===== config.mk =====
export PLATFORM = sky130hd
export DESIGN_NAME = gdrw_device
export DESIGN_NICKNAME = d
export VERILOG_FILES = /design/src/hw/gdrw_pkg.sv /design/src/hw/gdrw_device.sv /design/src/hw/gdrw_store.sv
export SDC_FILE = /design/constraint.sdc
export NUM_CORES = 2
export LEC_CHECK = 0
export BUFFER_PORTS_ARGS = -buffer_cell sky130_fd_sc_hd__buf_4
export CORE_MARGIN = 8
export CORE_UTILIZATION = 45
export DETAILED_ROUTE_END_ITERATION = 10
export MAX_ROUTING_LAYER = met4
export PLACE_DENSITY = 0.64
export SLEW_MARGIN = 0
export SYNTH_ARGS = -nofsm -noshare
export SYNTH_HDL_FRONTEND = slang
export SYNTH_HIERARCHICAL = 1
export SYNTH_SLANG_ARGS = --single-unit

===== constraint.sdc =====
create_clock -name SYS_CLK -period 14.89 [get_ports SYS_CLK]
set_input_delay 2.2335 -clock SYS_CLK [delete_from_list [all_inputs] [get_ports SYS_CLK]]
set_output_delay 2.2335 -clock SYS_CLK [all_outputs]
set_load 0.01 [all_outputs]

===== src/hw/gdrw_pkg.sv =====
package gdrw_pkg;

  // ****************************************
  // timing
  // ****************************************
  localparam int unsigned CLK_PERIOD_NS     = 10;
  // minimum_row_active_time, default of a plain speed grade
  localparam int unsigned ROW_ACTIVE_MIN_NS = 40;
  localparam logic [7:0]  ROW_ACTIVE_CYC    =
    8'((ROW_ACTIVE_MIN_NS + CLK_PERIOD_NS - 1) / CLK_PERIOD_NS);

  // ****************************************
  // geometry
  // ****************************************
  localparam int unsigned PIPE_DEPTH                = 16;
  localparam int unsigned COL_BITS                  = 3;
  localparam int unsigned ADDR_BITS                 = 2 + COL_BITS;
  localparam int unsigned MEM_WORDS                 = 1 << ADDR_BITS;
  localparam int unsigned AUTO_PRECHARGE_SELECT_BIT = 8;
  localparam logic [1:0]  BURST_LAST                = 2'h3;

  // ****************************************
  // register map
  // ****************************************
  localparam logic [7:0] REG_CONFIG   = 8'h00;
  localparam logic [7:0] REG_STATUS   = 8'h04;
  localparam int unsigned CFG_CL_LSB  = 0;
  localparam int unsigned CFG_WL_LSB  = 4;
  localparam int unsigned CFG_ILV_BIT = 8;
  localparam logic [3:0] CFG_CL_RST   = 4'h5;
  localparam logic [3:0] CFG_WL_RST   = 4'h3;
  localparam logic       CFG_ILV_RST  = 1'b0;
  localparam int unsigned STS_BANK_LSB = 0;
  localparam int unsigned STS_RD_BIT   = 4;
  localparam int unsigned STS_WR_BIT   = 5;
  localparam int unsigned STS_ERR_BIT  = 6;
  localparam int unsigned STS_AP_LSB   = 8;

  // ****************************************
  // types
  // ****************************************
  typedef enum logic [2:0] {
    CMD_NOP, CMD_ACT, CMD_READ, CMD_WRITE, CMD_PRE, CMD_OTHER
  } gdrw_cmd_t;

  typedef struct packed {
    logic        cke;
    logic        cs_n;
    logic        ras_n;
    logic        cas_n;
    logic        we_n;
    logic [1:0]  bank;
    logic [11:0] addr;
  } gdrw_pins_t;

  typedef struct packed {
    logic                rd;
    logic                wr;
    logic                ap;
    logic [1:0]          bank;
    logic [COL_BITS-1:0] col;
  } gdrw_slot_t;

  typedef struct packed {
    logic [3:0] cl;
    logic [3:0] wl;
    logic       ilv;
  } gdrw_cfg_t;

  typedef struct packed {
    logic        psel;
    logic        penable;
    logic        pwrite;
    logic [7:0]  paddr;
    logic [31:0] pwdata;
  } gdrw_apb_req_t;

  typedef struct packed {
    logic        pready;
    logic        pslverr;
    logic [31:0] prdata;
  } gdrw_apb_rsp_t;

  typedef struct packed {
    logic [MEM_WORDS-1:0][31:0] word;
  } gdrw_mem_t;

endpackage


===== src/hw/gdrw_device.sv =====
// Our own choices: the register offsets and the APB interface to the registers.
`timescale 1ns/1ps
// Summary of operation
// (RULE1) controller opens a row with ACTIVE, bank and row, before access
// (RULE2) controller waits activate_to_access_delay, rounded up, after ACTIVE
// (RULE3) same bank reopens only after precharge, spaced by same_bank_activate_interval
// (RULE4) other banks may activate meanwhile, spaced by cross_bank_activate_interval
// (RULE5) READ carries column, bank, auto precharge; closes row once row time met
// (RULE6) first read element one CAS latency after READ, then every strobe edge
// (RULE7) read data edge-aligned to clock and to read strobe
// (RULE8) strobe driven high half clock before first fall; postamble on last element
// (RULE9) data lines released after burst when no further read follows
// (RULE10) READ spaced one burst apart gives seamless concatenated data
// (RULE11) a started read burst always runs its full length; here a READ falling due mid-burst restarts at element zero and cuts it short
// (RULE12) terminators off while read commands execute
// (RULE13) four read strobes, one per byte lane, lane zero on low byte
// (RULE14) controller leaves over one clock from termination on to write data
// (RULE15) elements after the first follow the programmed burst order
// (RULE16) WRITE carries column, bank, auto precharge; closes row at burst end
// (RULE17) first write element on rising strobe after write latency, then every edge
// (RULE18) controller drives half-cycle write preamble and postamble
// (RULE19) after a write burst, further input data is ignored
// (RULE20) controller never truncates writes; next WRITE one burst later
// (RULE21) controller meets write_recovery_time before PRECHARGE after write
// (RULE22) address bit eight selects auto precharge on READ and WRITE
// (RULE23) controller keeps clock enable high until the burst completes
// (RULE24) commands decoded from select and strobe levels at clock rise
// (RULE25) controller tracks bank state and timing counters
module gdrw_device (
  input  wire logic                    SYS_CLK,
  input  wire logic                    RST_N,
  input  wire logic                    CK,
  input  wire gdrw_pkg::gdrw_pins_t    CMD,
  input  wire logic [31:0]             DQ_IN,
  output logic      [31:0]             DQ_OUT,
  output logic                         DQ_OE_N,
  output logic      [3:0]              READ_STROBE,
  output logic                         READ_STROBE_OE_N,
  input  wire logic                    WRITE_STROBE,
  output logic                         ODT_ON,
  input  wire gdrw_pkg::gdrw_apb_req_t APB_REQ,
  output gdrw_pkg::gdrw_apb_rsp_t      APB_RSP
);

  // ****************************************
  // state
  // ****************************************
  typedef struct packed {
    logic                                          ck_s1;
    logic                                          ck_s2;
    logic                                          ck_d;
    gdrw_pkg::gdrw_pins_t                          cmd_s1;
    gdrw_pkg::gdrw_pins_t                          cmd_s2;
    logic [31:0]                                   dq_s1;
    logic [31:0]                                   dq_s2;
    logic                                          ws_s1;
    logic                                          ws_s2;
    logic                                          ws_d;
    gdrw_pkg::gdrw_slot_t [gdrw_pkg::PIPE_DEPTH-1:0] pipe;
    logic                                          rd_act;
    logic [1:0]                                    rd_idx;
    gdrw_pkg::gdrw_slot_t                          rd;
    logic                                          wr_act;
    logic [1:0]                                    wr_idx;
    gdrw_pkg::gdrw_slot_t                          wr;
    logic                                          wr_pend;
    gdrw_pkg::gdrw_slot_t                          wr_nx;
    logic [3:0]                                    bank_open;
    logic [3:0]                                    ap_pend;
    logic [3:0][7:0]                               ras_cnt;
    gdrw_pkg::gdrw_cfg_t                           cfg;
    logic                                          cmd_err;
    logic [31:0]                                   dq_out;
    logic                                          dq_oe_n;
    logic [3:0]                                    rstb;
    logic                                          rstb_oe_n;
    logic                                          odt;
    gdrw_pkg::gdrw_apb_rsp_t                       apb;
  } gdrw_state_t;

  gdrw_state_t                       s_reg;
  gdrw_state_t                       s_next;
  logic                              rise;
  logic                              fall;
  logic                              tick;
  logic [3:0]                        cl_i;
  logic [3:0]                        wl_i;
  logic                              rd_due;
  logic                              wr_due;
  logic                              ws_rise;
  logic                              ws_edge;
  logic                              mem_we;
  logic [gdrw_pkg::ADDR_BITS-1:0]    mem_waddr;
  logic [gdrw_pkg::ADDR_BITS-1:0]    mem_raddr;
  logic [31:0]                       mem_wdata;
  logic [31:0]                       mem_rdata;

  // ****************************************
  // functions
  // ****************************************
  function automatic gdrw_pkg::gdrw_cmd_t decode(input gdrw_pkg::gdrw_pins_t p);
    decode = gdrw_pkg::CMD_NOP;
    if (p.cke && !p.cs_n) begin
      case ({p.ras_n, p.cas_n, p.we_n})
        3'h3:    decode = gdrw_pkg::CMD_ACT;
        3'h5:    decode = gdrw_pkg::CMD_READ;
        3'h4:    decode = gdrw_pkg::CMD_WRITE;
        3'h2:    decode = gdrw_pkg::CMD_PRE;
        3'h7:    decode = gdrw_pkg::CMD_NOP;
        default: decode = gdrw_pkg::CMD_OTHER;
      endcase
    end
  endfunction

  function automatic logic [gdrw_pkg::COL_BITS-1:0] burst_col(
    input logic [gdrw_pkg::COL_BITS-1:0] c,
    input logic [1:0]                    i,
    input logic                          ilv
  );
    burst_col      = c;
    burst_col[1:0] = ilv ? (c[1:0] ^ i) : (c[1:0] + i);
  endfunction

  // ****************************************
  // next state
  // ****************************************
  always_comb begin
    gdrw_pkg::gdrw_slot_t new_slot;
    gdrw_pkg::gdrw_cmd_t  cmd;
    logic [1:0]           bk;
    logic                 acc;
    logic                 hit;
    logic                 pre;
    new_slot = '0;
    acc      = 1'b0;
    hit      = 1'b0;
    pre      = 1'b0;
    cmd      = decode(s_reg.cmd_s2);
    bk       = s_reg.cmd_s2.bank;
    s_next   = s_reg;

    // pins reach logic only through the second stage
    s_next.ck_s1  = CK;
    s_next.ck_s2  = s_reg.ck_s1;
    s_next.ck_d   = s_reg.ck_s2;
    s_next.cmd_s1 = CMD;
    s_next.cmd_s2 = s_reg.cmd_s1;
    s_next.dq_s1  = DQ_IN;
    s_next.dq_s2  = s_reg.dq_s1;
    s_next.ws_s1  = WRITE_STROBE;
    s_next.ws_s2  = s_reg.ws_s1;
    s_next.ws_d   = s_reg.ws_s2;

    rise    = s_reg.ck_s2 & ~s_reg.ck_d;
    fall    = ~s_reg.ck_s2 & s_reg.ck_d;
    tick    = rise | fall;
    ws_rise = s_reg.ws_s2 & ~s_reg.ws_d;
    ws_edge = s_reg.ws_s2 ^ s_reg.ws_d;
    cl_i    = s_reg.cfg.cl - 4'h1;
    wl_i    = s_reg.cfg.wl - 4'h1;
    rd_due  = s_reg.pipe[cl_i].rd;
    wr_due  = s_reg.pipe[wl_i].wr;

    // ****************************************
    // row timers and auto precharge
    // ****************************************
    for (int b = 0; b < 4; b++) begin
      if (s_reg.ras_cnt[b] != 8'hff) begin
        s_next.ras_cnt[b] = s_reg.ras_cnt[b] + 8'h1;
      end
      if (s_reg.ap_pend[b] && s_reg.ras_cnt[b] >= gdrw_pkg::ROW_ACTIVE_CYC) begin
        s_next.bank_open[b] = 1'b0; // RULE5
        s_next.ap_pend[b]   = 1'b0;
      end
    end

    // ****************************************
    // command decode at clock rise
    // ****************************************
    if (rise) begin
      case (cmd) // RULE24
        gdrw_pkg::CMD_ACT: begin
          if (s_reg.bank_open[bk]) begin
            s_next.cmd_err = 1'b1;
          end
          s_next.bank_open[bk] = 1'b1;
          s_next.ras_cnt[bk]   = 8'h0;
        end
        gdrw_pkg::CMD_READ, gdrw_pkg::CMD_WRITE: begin
          if (!s_reg.bank_open[bk]) begin
            s_next.cmd_err = 1'b1;
          end
          new_slot.rd   = (cmd == gdrw_pkg::CMD_READ);
          new_slot.wr   = (cmd == gdrw_pkg::CMD_WRITE);
          new_slot.ap   = s_reg.cmd_s2.addr[gdrw_pkg::AUTO_PRECHARGE_SELECT_BIT]; // RULE5
          new_slot.bank = bk;
          new_slot.col  = s_reg.cmd_s2.addr[gdrw_pkg::COL_BITS-1:0];
        end
        gdrw_pkg::CMD_PRE: begin
          if (s_reg.cmd_s2.addr[gdrw_pkg::AUTO_PRECHARGE_SELECT_BIT]) begin
            s_next.bank_open = 4'h0;
            s_next.ap_pend   = 4'h0;
          end else begin
            s_next.bank_open[bk] = 1'b0;
            s_next.ap_pend[bk]   = 1'b0;
          end
        end
        default: begin
        end
      endcase
      // one slot per clock; latency is read out of the slot's depth
      s_next.pipe = {s_reg.pipe[gdrw_pkg::PIPE_DEPTH-2:0], new_slot};
    end

    // ****************************************
    // read burst
    // ****************************************
    pre = fall && rd_due && !s_reg.rd_act;
    if (tick && s_reg.rd_act && s_reg.rd_idx == gdrw_pkg::BURST_LAST) begin
      s_next.rd_act = 1'b0; // RULE9
      if (s_reg.rd.ap) begin
        s_next.ap_pend[s_reg.rd.bank] = 1'b1;
      end
    end else if (tick && s_reg.rd_act) begin
      s_next.rd_idx = s_reg.rd_idx + 2'h1; // RULE11
    end
    if (rise && rd_due) begin
      s_next.rd_act = 1'b1; // RULE6 RULE10
      s_next.rd_idx = 2'h0;
      s_next.rd     = s_reg.pipe[cl_i];
    end
    mem_raddr = {s_next.rd.bank,
                 burst_col(s_next.rd.col, s_next.rd_idx, s_reg.cfg.ilv)}; // RULE15
    if (tick) begin
      if (s_next.rd_act) begin
        // strobe low on even elements keeps the first fall on element zero
        s_next.dq_out    = mem_rdata; // RULE7
        s_next.dq_oe_n   = 1'b0;
        s_next.rstb      = {4{s_next.rd_idx[0]}}; // RULE13
        s_next.rstb_oe_n = 1'b0;
      end else if (pre) begin
        s_next.rstb      = 4'hf; // RULE8
        s_next.rstb_oe_n = 1'b0;
      end else begin
        s_next.dq_oe_n   = 1'b1; // RULE9
        s_next.rstb      = 4'h0;
        s_next.rstb_oe_n = 1'b1;
      end
    end

    // ****************************************
    // write burst
    // ****************************************
    mem_we    = 1'b0;
    mem_waddr = {s_reg.wr.bank,
                 burst_col(s_reg.wr.col, s_reg.wr_idx, s_reg.cfg.ilv)}; // RULE15
    mem_wdata = s_reg.dq_s2;
    if (s_reg.wr_act && (s_reg.wr_idx == 2'h0 ? ws_rise : ws_edge)) begin
      mem_we = 1'b1; // RULE17
      if (s_reg.wr_idx == gdrw_pkg::BURST_LAST) begin
        s_next.wr_act = s_reg.wr_pend; // RULE19
        s_next.wr_idx = 2'h0;
        s_next.wr     = s_reg.wr_nx;
        s_next.wr_pend = 1'b0;
        if (s_reg.wr.ap) begin
          s_next.bank_open[s_reg.wr.bank] = 1'b0; // RULE16
        end
      end else begin
        s_next.wr_idx = s_reg.wr_idx + 2'h1;
      end
    end
    // window opens in the preamble half cycle, ahead of the first rise
    if (fall && wr_due) begin
      if (s_next.wr_act) begin
        s_next.wr_pend = 1'b1;
        s_next.wr_nx   = s_reg.pipe[wl_i];
      end else begin
        s_next.wr_act = 1'b1;
        s_next.wr_idx = 2'h0;
        s_next.wr     = s_reg.pipe[wl_i];
      end
    end

    // ****************************************
    // terminators
    // ****************************************
    s_next.odt = 1'b1;
    for (int i = 0; i < gdrw_pkg::PIPE_DEPTH; i++) begin
      if (s_next.pipe[i].rd && 4'(i) < s_reg.cfg.cl) begin
        s_next.odt = 1'b0; // RULE12
      end
    end
    if (s_next.rd_act || !s_next.rstb_oe_n) begin
      s_next.odt = 1'b0; // RULE12
    end

    // ****************************************
    // register bus
    // ****************************************
    acc = APB_REQ.psel && APB_REQ.penable && !s_reg.apb.pready;
    hit = APB_REQ.paddr == gdrw_pkg::REG_CONFIG || APB_REQ.paddr == gdrw_pkg::REG_STATUS;
    s_next.apb.pready  = acc;
    s_next.apb.pslverr = acc && !hit;
    s_next.apb.prdata  = 32'h0;
    if (acc && !APB_REQ.pwrite && APB_REQ.paddr == gdrw_pkg::REG_CONFIG) begin
      s_next.apb.prdata[gdrw_pkg::CFG_CL_LSB +: 4]  = s_reg.cfg.cl;
      s_next.apb.prdata[gdrw_pkg::CFG_WL_LSB +: 4]  = s_reg.cfg.wl;
      s_next.apb.prdata[gdrw_pkg::CFG_ILV_BIT]      = s_reg.cfg.ilv;
    end
    if (acc && !APB_REQ.pwrite && APB_REQ.paddr == gdrw_pkg::REG_STATUS) begin
      s_next.apb.prdata[gdrw_pkg::STS_BANK_LSB +: 4] = s_reg.bank_open;
      s_next.apb.prdata[gdrw_pkg::STS_RD_BIT]        = s_reg.rd_act;
      s_next.apb.prdata[gdrw_pkg::STS_WR_BIT]        = s_reg.wr_act;
      s_next.apb.prdata[gdrw_pkg::STS_ERR_BIT]       = s_reg.cmd_err;
      s_next.apb.prdata[gdrw_pkg::STS_AP_LSB +: 4]   = s_reg.ap_pend;
    end
    // writes land only on the edge that completes the access
    if (s_reg.apb.pready && APB_REQ.psel && APB_REQ.penable && APB_REQ.pwrite) begin
      if (APB_REQ.paddr == gdrw_pkg::REG_CONFIG) begin
        s_next.cfg.cl  = APB_REQ.pwdata[gdrw_pkg::CFG_CL_LSB +: 4];
        s_next.cfg.wl  = APB_REQ.pwdata[gdrw_pkg::CFG_WL_LSB +: 4];
        s_next.cfg.ilv = APB_REQ.pwdata[gdrw_pkg::CFG_ILV_BIT];
      end
      // an error raised in this same cycle survives the clear
      if (APB_REQ.paddr == gdrw_pkg::REG_STATUS && APB_REQ.pwdata[gdrw_pkg::STS_ERR_BIT]
          && !(s_next.cmd_err && !s_reg.cmd_err)) begin
        s_next.cmd_err = 1'b0;
      end
    end
  end

  always_ff @(posedge SYS_CLK or negedge RST_N) begin
    if (!RST_N) begin
      s_reg           <= '0;
      s_reg.cfg.cl    <= gdrw_pkg::CFG_CL_RST;
      s_reg.cfg.wl    <= gdrw_pkg::CFG_WL_RST;
      s_reg.cfg.ilv   <= gdrw_pkg::CFG_ILV_RST;
      s_reg.dq_oe_n   <= 1'b1;
      s_reg.rstb_oe_n <= 1'b1;
      s_reg.odt       <= 1'b1;
    end else begin
      s_reg <= s_next;
    end
  end

  gdrw_store u_store (
    .clk   (SYS_CLK),
    .rst_n (RST_N),
    .we    (mem_we),
    .waddr (mem_waddr),
    .wdata (mem_wdata),
    .raddr (mem_raddr),
    .rdata (mem_rdata)
  );

  assign DQ_OUT           = s_reg.dq_out;
  assign DQ_OE_N          = s_reg.dq_oe_n;
  assign READ_STROBE      = s_reg.rstb;
  assign READ_STROBE_OE_N = s_reg.rstb_oe_n;
  assign ODT_ON           = s_reg.odt;
  assign APB_RSP          = s_reg.apb;
endmodule // gdrw_device


===== src/hw/gdrw_store.sv =====
`timescale 1ns/1ps
module gdrw_store (
  input  wire logic                           clk,
  input  wire logic                           rst_n,
  input  wire logic                           we,
  input  wire logic [gdrw_pkg::ADDR_BITS-1:0] waddr,
  input  wire logic [31:0]                    wdata,
  input  wire logic [gdrw_pkg::ADDR_BITS-1:0] raddr,
  output logic      [31:0]                    rdata
);

  gdrw_pkg::gdrw_mem_t s_reg;
  gdrw_pkg::gdrw_mem_t s_next;

  // rows alias onto one small array: bank and low column bits index it
  always_comb begin
    s_next = s_reg;
    if (we) begin
      s_next.word[waddr] = wdata;
    end
  end

  always_ff @(posedge clk or negedge rst_n) begin
    if (!rst_n) begin
      s_reg <= '0;
    end else begin
      s_reg <= s_next;
    end
  end

  assign rdata = s_reg.word[raddr];

endmodule // gdrw_store


==> run summary <==
status - complete, no violations
vias in the first global route - 38,103
H-tree lvl count - 4
most frequent cells in the layout - dfrtp_1, mux2_2, mux2i_1, buf_4, clkbuf_16
Worst path slowest cell - buf_4
GR Util met3 - 3.11%
TritonCTS clock tree - done
# hold bufs at CTS - 0
Post-synth top flop - dfrtp_1
largest incremental delay on the critical path - 0.92 ns
core region area - 0.139 mm²
peak supply drop - 0.000291 V
Max FO, Critical Path - 128
die height - 390 µm
layout filler cell count - 12,033
Yosys top cell area share - 54.2%
Clock Path Buffers - 3
Hold WC Path Type - reg -> reg
# Post-CTS Setup Buffers - 0
routability congestion estimate from global placement - 0.760
fin crit share - 47.9%
# rows - 137
Max-Cap Viols - 0
I/O pin cnt - 171
Num CTS Buffers - 145
CP Capture Type - flop
Synth area leader - dfrtp_1
Synthesis Warnings - 6
post-synthesis sequential area ratio - 54.5%
met2 Use GR - 33.3%
async set-reset flop share out of synthesis - 100%
Final nets - 4,562
Area Overhead vs Synth - 10.1%
Vias/cell - 5.72
post-route antenna net violation count - 0
GRT overflow - 0
DP Wirelength - 82,800 µm
die area - 0.152 mm²
first-pass GRT wire length - 242,000 µm
max frequency - 140 MHz
GR peak layer - met2
Total Routed Length - 158,000 µm
post-route non-filler standard cell count - 6,438
WP data arrival - 7.77 ns
Worst Max-Slew Pin Slew - 1.19 ns
startpoint types - flop
fin crit period - 7.14 ns
Max Slew Vio Count - 0
CTS clock-pin slew for the worst setup and hold paths - 0.06 ns
commonest non-fill, non-tap cell in the layout - dfrtp_1
max_slew headroom - 20.5%
layout cells sized above 1 - 37.6%
Final setup viols - 0
clock sink total - 1,369
Yosys reg bits - 1,369
cell mode on critical path - inv_1
Yosys cell types - 68
Largest register FFs - 1,024
DR iter-0 viols - 2,452
crit path cell chain - inv_1 -> ha_4 -> inv_1 -> or3_1 -> o22ai_2 -> mux2_2 -> ha_1 -> nor2b_1 -> xnor2_1 -> xnor2_2 -> buf_12 -> buf_4 -> mux2i_1 -> a22o_1 -> nor3_1 -> a31oi_1 -> nand3_1 -> mux2_4
Worst-Skew Late Latency - 0.77 ns
post-cts sizing count - 0
initial core utilization - 45.2%
worst endpoint required time - 15.52 ns
total global-route track usage - 21.3%
Power Density - 149 mW/mm²
largest net degree at the start of global routing - 170
root buf cell - clkbuf_16
Inst Count DP - 6,173
RSZ-0062 raised after global routing - no
drt pass-1 iters - 5
number of cells produced by synthesis - 4,521
Static Leakage - 33.7 nW
Hold Vio Cnt, Final - 0
top cells by area, synth - dfrtp_1, mux2_2, mux2i_1
Syn Area/Cell - 13.9 µm²
Wirelength per Cell - 24.6 µm
Vias - 36,822
ANT cells - 0
Crit Path Class - reg -> reg
I/O Buffers - 119
Post-synth EDFFs - 0
DRC viols - 0
Clock Skew - 0.0302 ns
Post-Syn Area - 0.0629 mm²
met1 usage - 29.0%
antenna violations before repair - 0
Die X - 390 µm
Final TNS setup - 0 ns
[power by group]
part | internal, mW | leakage (nW) | switching [mW]
Combinational | 1.06 | 12.6 | 1.42
Sequential | 3.97 | 18.7 | 0.216
Clock | 2.20 | 2.42 | 1.49
Total | 7.23 | 33.7 | 3.12
[critical path: cells and delay by family (launching register included)]
family	cells	cell delay, ns
multiplexers	3	1.04
XOR/XNOR	2	0.55
flip-flops	1	0.38
AND/OR/NAND/NOR	4	0.81
buffers and inverters	4	2.04
AO/OA/AOI/OAI	3	1.01
adder cells (fa/ha/maj)	2	0.81
[synthesized netlist by cell type (60+ instances only)]
cell type / n
a22oi_1: 98
mux2i_1: 525
buf_4: 100
a22o_1: 79
dfrtp_1: 1362
a21oi_1: 114
nand2_1: 143
mux4_2: 60
mux2_2: 1137
buf_2: 89
nand3_1: 117
clkbuf_1: 171
[routing by layer]
layer  vias to the layer above  routed length, µm
met2                       743              74800
met4                         0               4160
li1                      16184                  -
met1                     19622              73100
met5                         -                  0
met3                       273               6110
[worst paths after layout]
check / from / endpoint / slack [ns] / cells past startpoint
max in group asynchronous: RST_N / u_store/s_reg[890] / 10.25 / 4
min reg2reg: s_next[313] / mem_wdata[28] / 0.34 / 0
min in group asynchronous: RST_N / u_store/s_reg[419] / 1.49 / 1
min: s_next[313] / mem_wdata[28] / 0.34 / 0
max reg2reg: s_reg[387] / DQ_OUT[8] / 7.75 / 18
max: s_reg[387] / DQ_OUT[8] / 7.75 / 18
[logic make-up (layout without fill, tap and decap cells)]
kind of cell,after synthesis,after routing,share of synthesized area [%]
XOR/XNOR,21,21,0.334
buffers and inverters,463,485,4.31
flip-flops,1369,1369,54.5
multiplexers,1792,1792,32.4
other,1,20,0.00596
AND/OR/NAND/NOR,461,461,3.82
AO/OA/AOI/OAI,394,394,4.26
adder cells (fa/ha/maj),20,20,0.398
[stage by stage]
stage	setup WS [ns]	hold WS (ns)	power [mW]	util (%)	cell area [µm²]
6_report	7.75	0.343	10.3	49.8	69200
5_1_grt	7.43	0.349	10.8	49.8	69200
4_1_cts	7.73	0.347	10.4	49.8	69200
3_5_place_dp	7.82	0.335	6.73	46.3	64400
3_3_place_gp	7.91	0.333	6.71	46.3	64400
2_1_floorplan	9.54	0.331	6.00	-	62900
[final cells by class]
type | count | area, µm² | area share (%)
repair buffers | 191 | 1570 | 2.26
inverters | 29 | 109 | 0.157
multi-input cells | 2708 | 26100 | 37.6
flip-flops and latches | 1369 | 34300 | 49.5
clock buffers | 222 | 4410 | 6.37
well taps | 1876 | 2350 | 3.39
clock inverters | 43 | 482 | 0.696
No activity file was read; power rests on OpenSTA's default activity.
